File: src/logic/fcsr_defines.vh
`ifndef FCSR_DEFINES_VH
`define FCSR_DEFINES_VH

// Register offsets (byte addresses on the 8-bit register port)
`define FCSR_ADDR_W 4
`define FCSR_OFF_CONFIG 4'h4
`define FCSR_OFF_ERR_CFG 4'h5
`define FCSR_OFF_STATUS 4'h6
`define FCSR_OFF_FAULT 4'h7

// flash_config fields
`define FCSR_CFG_CMD_IE 7
`define FCSR_CFG_IGN_SF 4
`define FCSR_CFG_FORCE_DF 1
`define FCSR_CFG_FORCE_SF 0
`define FCSR_CFG_MASK 8'h93

// flash_error_irq_config fields
`define FCSR_ERC_DF_IE 1
`define FCSR_ERC_SF_IE 0
`define FCSR_ERC_MASK 8'h03

// flash_status fields
`define FCSR_ST_CMD_DONE 7
`define FCSR_ST_ACC_ERR 5
`define FCSR_ST_PROT_VIOL 4
`define FCSR_ST_BUSY 3
`define FCSR_ST_CSTAT_HI 1
`define FCSR_ST_CSTAT_LO 0

// fault_status_reg fields
`define FCSR_FS_DF 1
`define FCSR_FS_SF 0

// Reset values
`define FCSR_RST_CONFIG 8'h00
`define FCSR_RST_ERR_CFG 8'h00
`define FCSR_RST_CMD_DONE 1'b1

`endif

File: src/logic/fcsr_fault_track.v
`timescale 1ns/1ps
`include "fcsr_defines.vh"

// One write-one-to-clear fault flag with optional forcing on array reads
module fcsr_fault_track (
   // Clock and reset
   input wire clk_sys,
   input wire rst_n,
   // Read event and fault source
   input wire array_rd,
   input wire real_fault,
   input wire force_en,
   input wire report_en,
   // Software clear
   input wire clr_w1c,
   // Result
   output wire flag,
   output wire ecc_upd
);

   reg flag_ff;
   wire nxt_set;

   // Forcing sets the flag on every read; only a real fault may update the ECC results
   assign nxt_set = report_en & ((array_rd & force_en) | real_fault);
   assign ecc_upd = real_fault;

   always @(posedge clk_sys or negedge rst_n) begin
      if (!rst_n) begin
         flag_ff <= 1'b0;
      end else if (nxt_set) begin
         flag_ff <= 1'b1;
      end else if (clr_w1c) begin
         flag_ff <= 1'b0;
      end
   end

   assign flag = flag_ff;

endmodule

File: src/logic/fcsr_regs.v
// Overview of operation
// - Command-done enable requests IRQ while flag set
// - Ignore-single-fault suppresses single fault flag and IRQ
// - Force-double sets double flag every array read
// - Forced double read leaves ECC results unchanged
// - Force-single sets single flag every array read
// - Forced single read leaves ECC results unchanged
// - Force bits stay until software writes zero
// - Config bits 7,4,1,0 only; others read zero
// - Double-fault enable requests IRQ while flag set
// - Single-fault enable requests IRQ while flag set
// - Writing one to done flag launches command
// - Access error set on sequence violation or illegal command
// - Access error clears only on write one
// - Access error blocks command launch and done clear
// - Protection violation set on protected write; W1C
// - Protection violation blocks launch and new sequence
// - Busy reads one while controller executes command
// - Completion status set on command or reset error
// - Busy, status read-only; bit 2 reads zero
// - Double fault flag clears only on write one
// - Single fault flag W1C; set on fault or invalid read
//
// Decided for this implementation: the plain strobed port.
`timescale 1ns/1ps
`include "fcsr_defines.vh"

module fcsr_regs (
   // Clock and reset
   input wire clk_sys,
   input wire resetn,
   // Register port
   input wire [3:0] reg_addr,
   input wire [7:0] reg_wdata,
   input wire reg_wr,
   input wire reg_rd,
   output reg [7:0] reg_rdata,
   // Command engine
   input wire cmd_done,
   input wire seq_violation,
   input wire illegal_cmd,
   input wire protect_hit,
   input wire ctrl_busy,
   input wire cstat_set_valid,
   input wire [1:0] cstat_set,
   output reg cmd_launch,
   output reg seq_allow,
   // ECC decoder and array reads
   input wire array_rd,
   input wire dbl_fault,
   input wire sgl_fault,
   input wire invalid_rd,
   output reg ecc_result_upd,
   // Interrupt requests
   output reg cmd_done_irq,
   output reg double_fault_irq,
   output reg single_fault_irq
);

   reg rst_s1_ff;
   reg rst_s2_ff;
   wire rst_n;

   reg [7:0] cfg_ff;
   reg [1:0] ercfg_ff;
   reg cmd_done_flag_ff;
   reg access_error_flag_ff;
   reg protect_violation_flag_ff;
   reg controller_busy_flag_ff;
   reg [1:0] completion_status_ff;

   wire double_fault_flag;
   wire single_fault_flag;
   wire dbl_upd;
   wire sgl_upd;

   wire wr_cfg;
   wire wr_erc;
   wire wr_st;
   wire wr_fs;
   wire launch_req;
   wire nxt_launch;
   wire cmd_ie;
   wire ign_sf;
   wire frc_df;
   wire frc_sf;
   reg [7:0] nxt_rdata;

   function hit;
      input [3:0] a;
      input [3:0] off;
      input we;
      begin
         hit = we & (a == off);
      end
   endfunction

   // Reset is released through two flops so every flop leaves reset on the same edge
   always @(posedge clk_sys or negedge resetn) begin
      if (!resetn) begin
         rst_s1_ff <= 1'b0;
         rst_s2_ff <= 1'b0;
      end else begin
         rst_s1_ff <= 1'b1;
         rst_s2_ff <= rst_s1_ff;
      end
   end
   assign rst_n = rst_s2_ff;

   assign wr_cfg = hit(reg_addr, `FCSR_OFF_CONFIG, reg_wr);
   assign wr_erc = hit(reg_addr, `FCSR_OFF_ERR_CFG, reg_wr);
   assign wr_st = hit(reg_addr, `FCSR_OFF_STATUS, reg_wr);
   assign wr_fs = hit(reg_addr, `FCSR_OFF_FAULT, reg_wr);

   assign cmd_ie = cfg_ff[`FCSR_CFG_CMD_IE];
   assign ign_sf = cfg_ff[`FCSR_CFG_IGN_SF];
   assign frc_df = cfg_ff[`FCSR_CFG_FORCE_DF];
   assign frc_sf = cfg_ff[`FCSR_CFG_FORCE_SF];

   // Config: only documented bits stored; force bits never self-clear
   always @(posedge clk_sys or negedge rst_n) begin
      if (!rst_n) begin
         cfg_ff <= `FCSR_RST_CONFIG;
      end else if (wr_cfg) begin
         cfg_ff <= reg_wdata & `FCSR_CFG_MASK;
      end
   end

   // Error interrupt enables
   always @(posedge clk_sys or negedge rst_n) begin
      if (!rst_n) begin
         ercfg_ff <= 2'h0;
      end else if (wr_erc) begin
         ercfg_ff <= reg_wdata[1:0];
      end
   end

   // Launch: write one to done flag, only when no error flag blocks it
   assign launch_req = wr_st & reg_wdata[`FCSR_ST_CMD_DONE] & cmd_done_flag_ff;
   assign nxt_launch = launch_req & ~access_error_flag_ff
                       & ~protect_violation_flag_ff;

   // Launch pulse to the command engine
   always @(posedge clk_sys or negedge rst_n) begin
      if (!rst_n) begin
         cmd_launch <= 1'b0;
      end else begin
         cmd_launch <= nxt_launch;
      end
   end

   // A new command write sequence is refused while a protection error stands
   always @(posedge clk_sys or negedge rst_n) begin
      if (!rst_n) begin
         seq_allow <= 1'b0;
      end else begin
         seq_allow <= ~protect_violation_flag_ff;
      end
   end

   // Completion or a violation wins over a launch in the same cycle
   always @(posedge clk_sys or negedge rst_n) begin
      if (!rst_n) begin
         cmd_done_flag_ff <= `FCSR_RST_CMD_DONE;
      end else if (cmd_done | seq_violation | illegal_cmd | protect_hit) begin
         cmd_done_flag_ff <= 1'b1;
      end else if (nxt_launch) begin
         cmd_done_flag_ff <= 1'b0;
      end
   end

   // Access error: set wins over a clear in the same cycle
   always @(posedge clk_sys or negedge rst_n) begin
      if (!rst_n) begin
         access_error_flag_ff <= 1'b0;
      end else if (seq_violation | illegal_cmd) begin
         access_error_flag_ff <= 1'b1;
      end else if (wr_st & reg_wdata[`FCSR_ST_ACC_ERR]) begin
         access_error_flag_ff <= 1'b0;
      end
   end

   // Protection violation: set wins over a clear in the same cycle
   always @(posedge clk_sys or negedge rst_n) begin
      if (!rst_n) begin
         protect_violation_flag_ff <= 1'b0;
      end else if (protect_hit) begin
         protect_violation_flag_ff <= 1'b1;
      end else if (wr_st & reg_wdata[`FCSR_ST_PROT_VIOL]) begin
         protect_violation_flag_ff <= 1'b0;
      end
   end

   // Busy only while a command runs with the done flag low
   always @(posedge clk_sys or negedge rst_n) begin
      if (!rst_n) begin
         controller_busy_flag_ff <= 1'b0;
      end else begin
         controller_busy_flag_ff <= ctrl_busy & ~cmd_done_flag_ff;
      end
   end

   // Status bits are loaded by the engine and cleared by a launch, never written by software
   always @(posedge clk_sys or negedge rst_n) begin
      if (!rst_n) begin
         completion_status_ff <= 2'h0;
      end else if (cstat_set_valid) begin
         completion_status_ff <= cstat_set;
      end else if (nxt_launch) begin
         completion_status_ff <= 2'h0;
      end
   end

   // Double fault flag
   fcsr_fault_track u_dbl (
      .clk_sys(clk_sys),
      .rst_n(rst_n),
      .array_rd(array_rd),
      .real_fault(dbl_fault | invalid_rd),
      .force_en(frc_df),
      .report_en(1'b1),
      .clr_w1c(wr_fs & reg_wdata[`FCSR_FS_DF]),
      .flag(double_fault_flag),
      .ecc_upd(dbl_upd)
   );

   // Single fault flag; ignore bit masks it entirely
   fcsr_fault_track u_sgl (
      .clk_sys(clk_sys),
      .rst_n(rst_n),
      .array_rd(array_rd),
      .real_fault(sgl_fault | invalid_rd),
      .force_en(frc_sf),
      .report_en(~ign_sf),
      .clr_w1c(wr_fs & reg_wdata[`FCSR_FS_SF]),
      .flag(single_fault_flag),
      .ecc_upd(sgl_upd)
   );

   // Read mux; unmapped addresses read zero
   always @* begin
      nxt_rdata = 8'h00;
      case (reg_addr)
         `FCSR_OFF_CONFIG: begin
            nxt_rdata = cfg_ff & `FCSR_CFG_MASK;
         end
         `FCSR_OFF_ERR_CFG: begin
            nxt_rdata = {6'h00, ercfg_ff};
         end
         `FCSR_OFF_STATUS: begin
            nxt_rdata = {cmd_done_flag_ff,
                         1'b0,
                         access_error_flag_ff,
                         protect_violation_flag_ff,
                         controller_busy_flag_ff,
                         1'b0,
                         completion_status_ff};
         end
         `FCSR_OFF_FAULT: begin
            nxt_rdata = {6'h00, double_fault_flag, single_fault_flag};
         end
         default: begin
            nxt_rdata = 8'h00;
         end
      endcase
   end

   // Read data stands only in the cycle after the strobe
   always @(posedge clk_sys or negedge rst_n) begin
      if (!rst_n) begin
         reg_rdata <= 8'h00;
      end else begin
         reg_rdata <= reg_rd ? nxt_rdata : 8'h00;
      end
   end

   // Forced faults alone never touch the ECC result registers
   always @(posedge clk_sys or negedge rst_n) begin
      if (!rst_n) begin
         ecc_result_upd <= 1'b0;
      end else begin
         ecc_result_upd <= dbl_fault | (sgl_fault & ~ign_sf);
      end
   end

   // IRQs are levels one cycle behind the flags
   always @(posedge clk_sys or negedge rst_n) begin
      if (!rst_n) begin
         cmd_done_irq <= 1'b0;
      end else begin
         cmd_done_irq <= cmd_ie & cmd_done_flag_ff;
      end
   end

   always @(posedge clk_sys or negedge rst_n) begin
      if (!rst_n) begin
         double_fault_irq <= 1'b0;
      end else begin
         double_fault_irq <= ercfg_ff[`FCSR_ERC_DF_IE] & double_fault_flag;
      end
   end

   // Ignore bit gates the request too, in case the flag was set before it
   always @(posedge clk_sys or negedge rst_n) begin
      if (!rst_n) begin
         single_fault_irq <= 1'b0;
      end else begin
         single_fault_irq <= ercfg_ff[`FCSR_ERC_SF_IE] & single_fault_flag
                             & ~ign_sf;
      end
   end

endmodule

File: config.mk
export PLATFORM = sky130hd
export DESIGN_NAME = fcsr_regs
export DESIGN_NICKNAME = d
export VERILOG_FILES = /design/src/logic/fcsr_fault_track.v /design/src/logic/fcsr_regs.v
export VERILOG_INCLUDE_DIRS = /design/src /design/src/logic
export SDC_FILE = /design/constraint.sdc
export NUM_CORES = 1
export LEC_CHECK = 0
export BUFFER_PORTS_ARGS = -buffer_cell sky130_fd_sc_hd__buf_2
export CAP_MARGIN = 10
export CORE_MARGIN = 2
export CORE_UTILIZATION = 25
export CTS_BUF_LIST = sky130_fd_sc_hd__clkbuf_4 sky130_fd_sc_hd__clkbuf_8 sky130_fd_sc_hd__clkbuf_16
export CTS_CLUSTER_SIZE = 20
export DETAILED_ROUTE_END_ITERATION = 8
export GPL_ROUTABILITY_DRIVEN = 0
export SLEW_MARGIN = 20
export SYNTH_ARGS = -nofsm -noshare
export SYNTH_HDL_FRONTEND = slang
export SYNTH_HIERARCHICAL = 1
export SYNTH_SLANG_ARGS = --single-unit
File: constraint.sdc
create_clock -name clk_sys -period 1.3 [get_ports clk_sys]
set_input_delay 0.13 -clock clk_sys [delete_from_list [all_inputs] [get_ports clk_sys]]
set_output_delay 0.13 -clock clk_sys [all_outputs]
set_load 0.005 [all_outputs]
==> impl_metrics.ini, run 1 <==
[yosys]
synthCells = 91
avgSynthCellArea_um2 = 12.8
synthesis.area_um2 = 1160
yosysWarnings = 6

[drt]
wl_met1_um = 1130
top_layer_used = met4
drcViolationCount = 0
vias = 825
wl_um = 2370
met2_length_um = 1060
wl_met3_um = 156
drtPass1Iterations = 4
drt-initial-drc-count = 70
antenna_left = 0
wl_per_cell_um = 12.5
routed_via_density = 4.37

[min_path]
hp-class = in2reg
hold_path_depth = 2
holdCritStartpoint = dbl_fault

[pwr]
leakage_nw = 0.809
vdd_drop_max_v = 0.000331
power_density_nw_per_um2 = 1170

[place]
dp_hpwl_um = 1880
port_buffers = 36
post_dp_cell_area_um2 = 1430

[timing]
setup_viol = 0
max_clock_freq_mhz = 785
rsz0062_at_grt = yes
fin_skew_ps = 5.55
fin_crit_sh = 0.980
min_period_ps = 1270
maxSlewViolCount = 0
hold_violations = 0

[status]
status = completed

[clock_network]
cts_sinks = 28
numCtsBuffers = 3
cts_root_buf = clkbuf_8
cts_tree = yes
clock_path_buffers = 2
insertion_delay_ps = 270
cts.clk_slew.worst_paths_ps = 100
h-tree-depth = 1

[setup_path]
path_delay_family = flip-flops
crit_type = reg2reg
cp_cell_sequence = nor4bb_4 > nand4_1 > a22o_1
worst-r2r-cell-count = 3
path_max_fanout = 4
path_buf_inv = 0
cp.depth = 3
required_ps = 1470
max_stage_delay_ps = 540
cp-startpoint = cmd_done_flag_ff
reg2reg_from = cmd_done_flag_ff
crit_path_end_kind = flop
worstPathArrival_ps = 1440
start_kind = flop
cp_slowest_cell = dfstp_2

[floorplan]
fp.dieW_um = 72.2
die_h_um = 72.2
ios = 42
die_area_um2 = 5220
initial_core_util = 0.264
coreArea_um2 = 4410
fp-row-count = 24

[finish]
layout_commonest_cell = buf_2
diodes = 0
final_cell_mix = buf_2, dfrtp_1, mux2_2
utilization = 0.345
stdcell_area_um2 = 1520
syn2layout_area_growth_pct = 30.8
nets = 166
drive_gt1_frac = 0.467

[global_route]
grt_pass1_wl_um = 3740
grt_pass1_vias = 807
grt_remaining_overflow = 0
grtUsageTotal = 0.0920
antenna_found_initial = 0
grt_max_degree = 27

[flow_run]
cap_violations = 0
==> metrics by stage <==
step	power, mW	TNS, ps	setup slack [ps]	cells	hold slack [ps]
CTS	1.78	0	18.1	188	49.4
floorplan	1.14	0	27.1	93	-166
detailed placement	1.26	-57.2	-29.0	183	-83.0
global route	1.87	-137	-77.7	189	53.4
finish	1.77	0	25.5	189	47.0
global placement	1.25	-45.5	-22.9	183	-85.3
==> where the power goes <==
group	switching [mW]	internal (mW)	total (mW)
clock	0.262	0.271	0.533
combinational	0.110	0.138	0.248
sequential	0.0407	0.952	0.992
total	0.413	1.36	1.77
==> state kept, by name (all words and copies together) (netlist names), 2 cells and up <==
| name | cells |
|---|---|
| reg_rdata | 6 |
| cfg_ff | 4 |
| completion_status_ff | 2 |
| ercfg_ff | 2 |
==> layer usage <==
layer / vias to the layer above / global-route usage
met1: 387 / 0.134
met3: 2 / 0.0181
li1: 408 / -
met4: 0 / 0.0377
met5: - / 0
met2: 28 / 0.134
==> layout make-up <==
type                    count  area [um2]
multi-input cells          55         438
fillers                   442        2890
clock buffers               4        55.1
well taps                  52        65.1
inverters                   7        26.3
flip-flops and latches     28         702
repair buffers             43         235
==> what timing repair did <==
item / in CTS / in global routing
gates cloned: 0 / 0
resized for setup: 0 / 2
hold buffers: 1 / 0
setup buffers: 0 / 1
pin swaps: 2 / 3
endpoints found under the hold margin: 2 / 0
setup endpoints to repair: 3 / 3
==> final timing paths <==
kind / slack, ps / endpoint
worst max register to register: 30 / completion_status_ff[0]
max in group asynchronous: 770 / cmd_done_flag_ff
worst max-delay path: 30 / completion_status_ff[0]
worst min register to register: 230 / completion_status_ff[1]
min in group asynchronous: 160 / rst_s1_ff
worst min-delay path: 50 / ecc_result_upd
Power figures use the tool's default switching activity.
==> run 2: changes to the inputs <==
- clock period: 1.3 -> 1.16 ns (I/O delays scaled with it)
==> run 2 against run 1 <==
Compared with the run above:
- the run now ends with negative setup slack left
- clock skew increased by 2.6 ps
- setup slack got worse by 160 ps
- global-route usage rose by 1.4 points
- largest power group unchanged
- power increased by 22%
- highest routed layer unchanged
- sequential power up 13%
- cell count increased by 2.1%
- sequential cell count did not move
- maximum frequency is 1.5% lower
- sequential share of layout area is 1.4 points lower
- critical path depth stayed put
==> impl_metrics.ini, run 2 (same netlist as run 1, synthesis figures left out) <==
[floorplan]
ios = 42
die_h_um = 72.2
initial_core_util = 0.264
die_area_um2 = 5220
fp-row-count = 24
coreArea_um2 = 4410
fp.dieW_um = 72.2

[finish]
diodes = 0
largest_reg_flops = 6
reg.largest.list = reg_rdata x6, cfg_ff x4
layout_commonest_cell = buf_2
drive_gt1_frac = 0.489
syn2layout_area_growth_pct = 34.7
largest_register = reg_rdata
nets = 170
final_cell_mix = buf_2, dfrtp_1, buf_4

[timing]
max_clock_freq_mhz = 773
rsz0062_at_grt = yes
worst_hold_slack_ps = 31.6
hold_violations = 0
maxSlewViolCount = 0
setup_tns_ps = -371
fin_skew_ps = 8.13
setup_viol = 5
min_period_ps = 1290
setup_ws_ps = -134
fin_crit_sh = 1.12

[clock_network]
cts_tree = yes
clock_path_buffers = 2
cts_sinks = 28
numCtsBuffers = 3
h-tree-depth = 1
cts.clk_slew.worst_paths_ps = 100
insertion_delay_ps = 270
cts_root_buf = clkbuf_8

[setup_path]
crit_path_end_kind = flop
required_ps = 1320
start_kind = flop
cp_slowest_cell = dfstp_2
cp_cell_sequence = nor4bb_4 > nand4_1 > a22o_1
crit_type = reg2reg
max_stage_delay_ps = 540
path_max_fanout = 4
worstPathArrival_ps = 1450

[status]
status = complete, but fails checks
failed_checks = negative setup slack

[drt]
drtPass1Iterations = 4
drt-initial-drc-count = 35
wl_per_cell_um = 13.5
antenna_left = 0
routed_via_density = 4.46
wl_um = 2600
vias = 860
drcViolationCount = 0

[place]
port_buffers = 36
dp_slack_ps = -138
dp_hpwl_um = 2080

[global_route]
grt_pass1_wl_um = 4330
grtUsageTotal = 0.106
grt_pass1_vias = 938
grt_max_degree = 27
grt_remaining_overflow = 0
antenna_found_initial = 0

[pwr]
vdd_drop_max_v = 0.000496
p_comb_frac = 0.136
p_sw_mw = 0.462
switching_share = 0.214
power_frac_seq = 0.517
pwr-share-clk = 0.347
cellInternalPower_mw = 1.69
leakage_nw = 0.831
power_density_nw_per_um2 = 1380

[flow_run]
cap_violations = 0

[min_path]
hp-class = in2reg
-- run 2: area by class of cell --
type	count	area [um2]
fill	439	2850
sequential	28	702
multi-input combinational	55	438
timing repair buffer	47	265
tap	52	65.1
clock buffer	3	41.3
clock inverter	1	30.0
inverter	7	26.3
-- run 2: worst max-delay path, delay by kind of cell (launching register included) --
kind             cells  cell delay, ps
flip-flops           1             540
AO/OA/AOI/OAI        1             250
AND/OR/NAND/NOR      2             380
-- run 2: through the flow --
stage | power (mW) | utilization | instances | cell area [um2]
after floorplan | 1.28 | - | 93 | 1170
after global placement | 1.42 | 0.330 | 186 | 1460
after detailed placement | 1.43 | 0.330 | 186 | 1460
after CTS | 2.19 | 0.350 | 192 | 1550
after global routing | 2.29 | 0.355 | 193 | 1570
final | 2.16 | 0.355 | 193 | 1570
-- run 2: power groups by stage --
stage | combinational [mW] | clock [mW] | sequential (mW)
final | 0.293 | 0.748 | 1.12
after global routing | 0.331 | 0.830 | 1.13
after CTS | 0.300 | 0.772 | 1.12
after detailed placement | 0.295 | 0 | 1.14
after global placement | 0.288 | 0 | 1.13
after floorplan | 0.142 | 0 | 1.14
-- run 2: worst paths after layout --
path	start	slack (ps)	cells past startpoint	to
worst max-delay path	cmd_done_flag_ff	-130	3	completion_status_ff[0]
worst min-delay path	protect_hit	30	2	protect_violation_flag_ff
worst max register to register	cmd_done_flag_ff	-130	3	completion_status_ff[0]
worst min register to register	rst_n	240	1	seq_allow
max in group asynchronous	rst_n	630	1	cmd_done_flag_ff
min in group asynchronous	resetn	150	2	rst_s1_ff
-- run 2: timing repair --
item	in CTS	in global routing
pin swaps	2	3
buffers inserted	1	1
resized for setup	1	2
hold buffers	1	0
setup endpoints to repair	4	5
endpoints found under the hold margin	2	0
-- run 2: metal layers --
metal	wire [um]	vias up	track usage
li1	-	414	-
met1	1140	417	0.137
met2	1210	27	0.171
met3	225	2	0.0306
met4	20	0	0.0314
met5	0	-	0
==> run 3: changes to the inputs <==
- CTS_BUF_LIST: sky130_fd_sc_hd__clkbuf_4 sky130_fd_sc_hd__clkbuf_8 sky130_fd_sc_hd__clkbuf_16 -> sky130_fd_sc_hd__clkbuf_16
- MAX_ROUTING_LAYER: default -> met4
==> run 3 against run 2 <==
Compared with the run above:
- the flow still finishes with violations (negative setup slack)
- setup slack lost 49 ps
- power grew 12%
- cell count grew 0.52%
==> impl_metrics.ini, run 3 (same netlist as run 1, synthesis figures left out) <==
[clock_network]
h-tree-depth = 1
clock_path_buffers = 2
cts_tree = yes
cts_root_buf = clkbuf_16
cts_sinks = 28
insertion_delay_ps = 260
cts.clk_slew.worst_paths_ps = 70
numCtsBuffers = 3

[floorplan]
coreArea_um2 = 4410
fp.dieW_um = 72.2
ios = 42
fp-row-count = 24
initial_core_util = 0.264
die_area_um2 = 5220
die_h_um = 72.2

[setup_path]
start_kind = flop
cp_cell_sequence = nor4bb_4 > nand4_1 > a22o_1
worstPathArrival_ps = 1490
path_max_fanout = 4
crit_type = reg2reg
required_ps = 1300
cp_slowest_cell = dfstp_2
crit_path_end_kind = flop
max_stage_delay_ps = 540

[timing]
max_clock_freq_mhz = 745
setup_ws_ps = -183
fin_crit_sh = 1.16
setup_viol = 5
hold_violations = 0
maxSlewViolCount = 0
rsz0062_at_grt = yes
fin_skew_ps = 6.70
min_period_ps = 1340
worst_hold_slack_ps = 43.9

[drt]
drcViolationCount = 0
wl_per_cell_um = 14.3
drtPass1Iterations = 4
vias = 876
antenna_left = 0
wl_um = 2780
drt-initial-drc-count = 33
routed_via_density = 4.52

[global_route]
grt_max_degree = 27
grt_remaining_overflow = 0
grt_pass1_wl_um = 4490
antenna_found_initial = 0
grtUsageTotal = 0.113
grt_pass1_vias = 984

[finish]
fillers = 431
final_cell_mix = buf_2, dfrtp_1, buf_4
largest_register = reg_rdata
regArea_um2 = 702
diodes = 0
syn2layout_area_growth_pct = 38.3
multi_input_area_um2 = 438
largest_reg_flops = 6
nets = 171
reg.largest.list = reg_rdata x6, cfg_ff x4
layout_commonest_cell = buf_2
utilization = 0.365
drive_gt1_frac = 0.493

[status]
failed_checks = negative setup slack
status = complete, but fails checks

[pwr]
leakage_nw = 0.851
power_density_nw_per_um2 = 1500
switching_share = 0.206
p_sw_mw = 0.498
vdd_drop_max_v = 0.000717
p_comb_frac = 0.122
pwr-share-clk = 0.416
power_frac_seq = 0.461
cellInternalPower_mw = 1.92

[place]
dp_hpwl_um = 2080
port_buffers = 36
dp_slack_ps = -138

[flow_run]
cap_violations = 0

[min_path]
hp-class = in2reg
==> run 3: changes by cell type in the layout (fill, tap and decap cells not counted) <==
cell       previous run  this run
buf_4                10        11
clkbuf_8              3         0
clkbuf_16             0         3
==> run 3: per-layer routing <==
layer | global-route usage | routed length (um) | up-vias
li1 | - | - | 417
met1 | 0.143 | 1190 | 430
met2 | 0.183 | 1390 | 27
met3 | 0.0236 | 180 | 2
met4 | 0.0294 | 18 | 0
met5 | - | 0 | -
==> run 3: worst max-delay path: cells and delay by family, from the launching register on <==
family,cells,cell delay [ps]
AO/OA/AOI/OAI,1,240
AND/OR/NAND/NOR,2,450
flip-flops,1,540
==> run 3: final cells by class <==
class                   count  area share
clock buffers               3      0.0467
clock inverters             1      0.0187
inverters                   7      0.0163
multi-input cells          55       0.272
flip-flops and latches     28       0.436
well taps                  52      0.0404
repair buffers             48       0.170
==> run 3: power groups by stage <==
stage / registers [mW] / logic, mW / clock network [mW]
floorplan: 1.14 / 0.142 / 0
global placement: 1.13 / 0.288 / 0
detailed placement: 1.14 / 0.295 / 0
CTS: 1.12 / 0.302 / 1.03
global route: 1.13 / 0.332 / 1.07
finish: 1.12 / 0.296 / 1.01
==> run 3: final timing paths <==
path,endpoint,cells after the start,start,slack (ps)
hold reg to reg,seq_allow,1,rst_n,240
min in group asynchronous,rst_s1_ff,2,resetn,160
setup reg to reg,completion_status_ff[0],3,cmd_done_flag_ff,-180
hold / removal,protect_violation_flag_ff,2,protect_hit,40
max in group asynchronous,cmd_done_flag_ff,1,rst_n,620
setup / recovery,completion_status_ff[0],3,cmd_done_flag_ff,-180
==> run 3: repair_timing <==
action,4_1_cts,5_1_grt
hold endpoints to repair,2,0
pin swaps,2,2
buffers inserted,2,1
endpoints found under the setup margin,5,5
resized for setup,3,0
gates cloned,0,0
hold buffers,1,0
==> run 3: through the flow <==
| step | TNS, ps | cells | power [mW] | instance area (um2) |
|---|---|---|---|---|
| final | -628 | 194 | 2.42 | 1610 |
| after global routing | -917 | 194 | 2.53 | 1610 |
| after CTS | -491 | 193 | 2.45 | 1600 |
| after detailed placement | -523 | 186 | 1.43 | 1460 |
| after global placement | -312 | 186 | 1.42 | 1460 |
| after floorplan | -117 | 93 | 1.28 | 1170 |
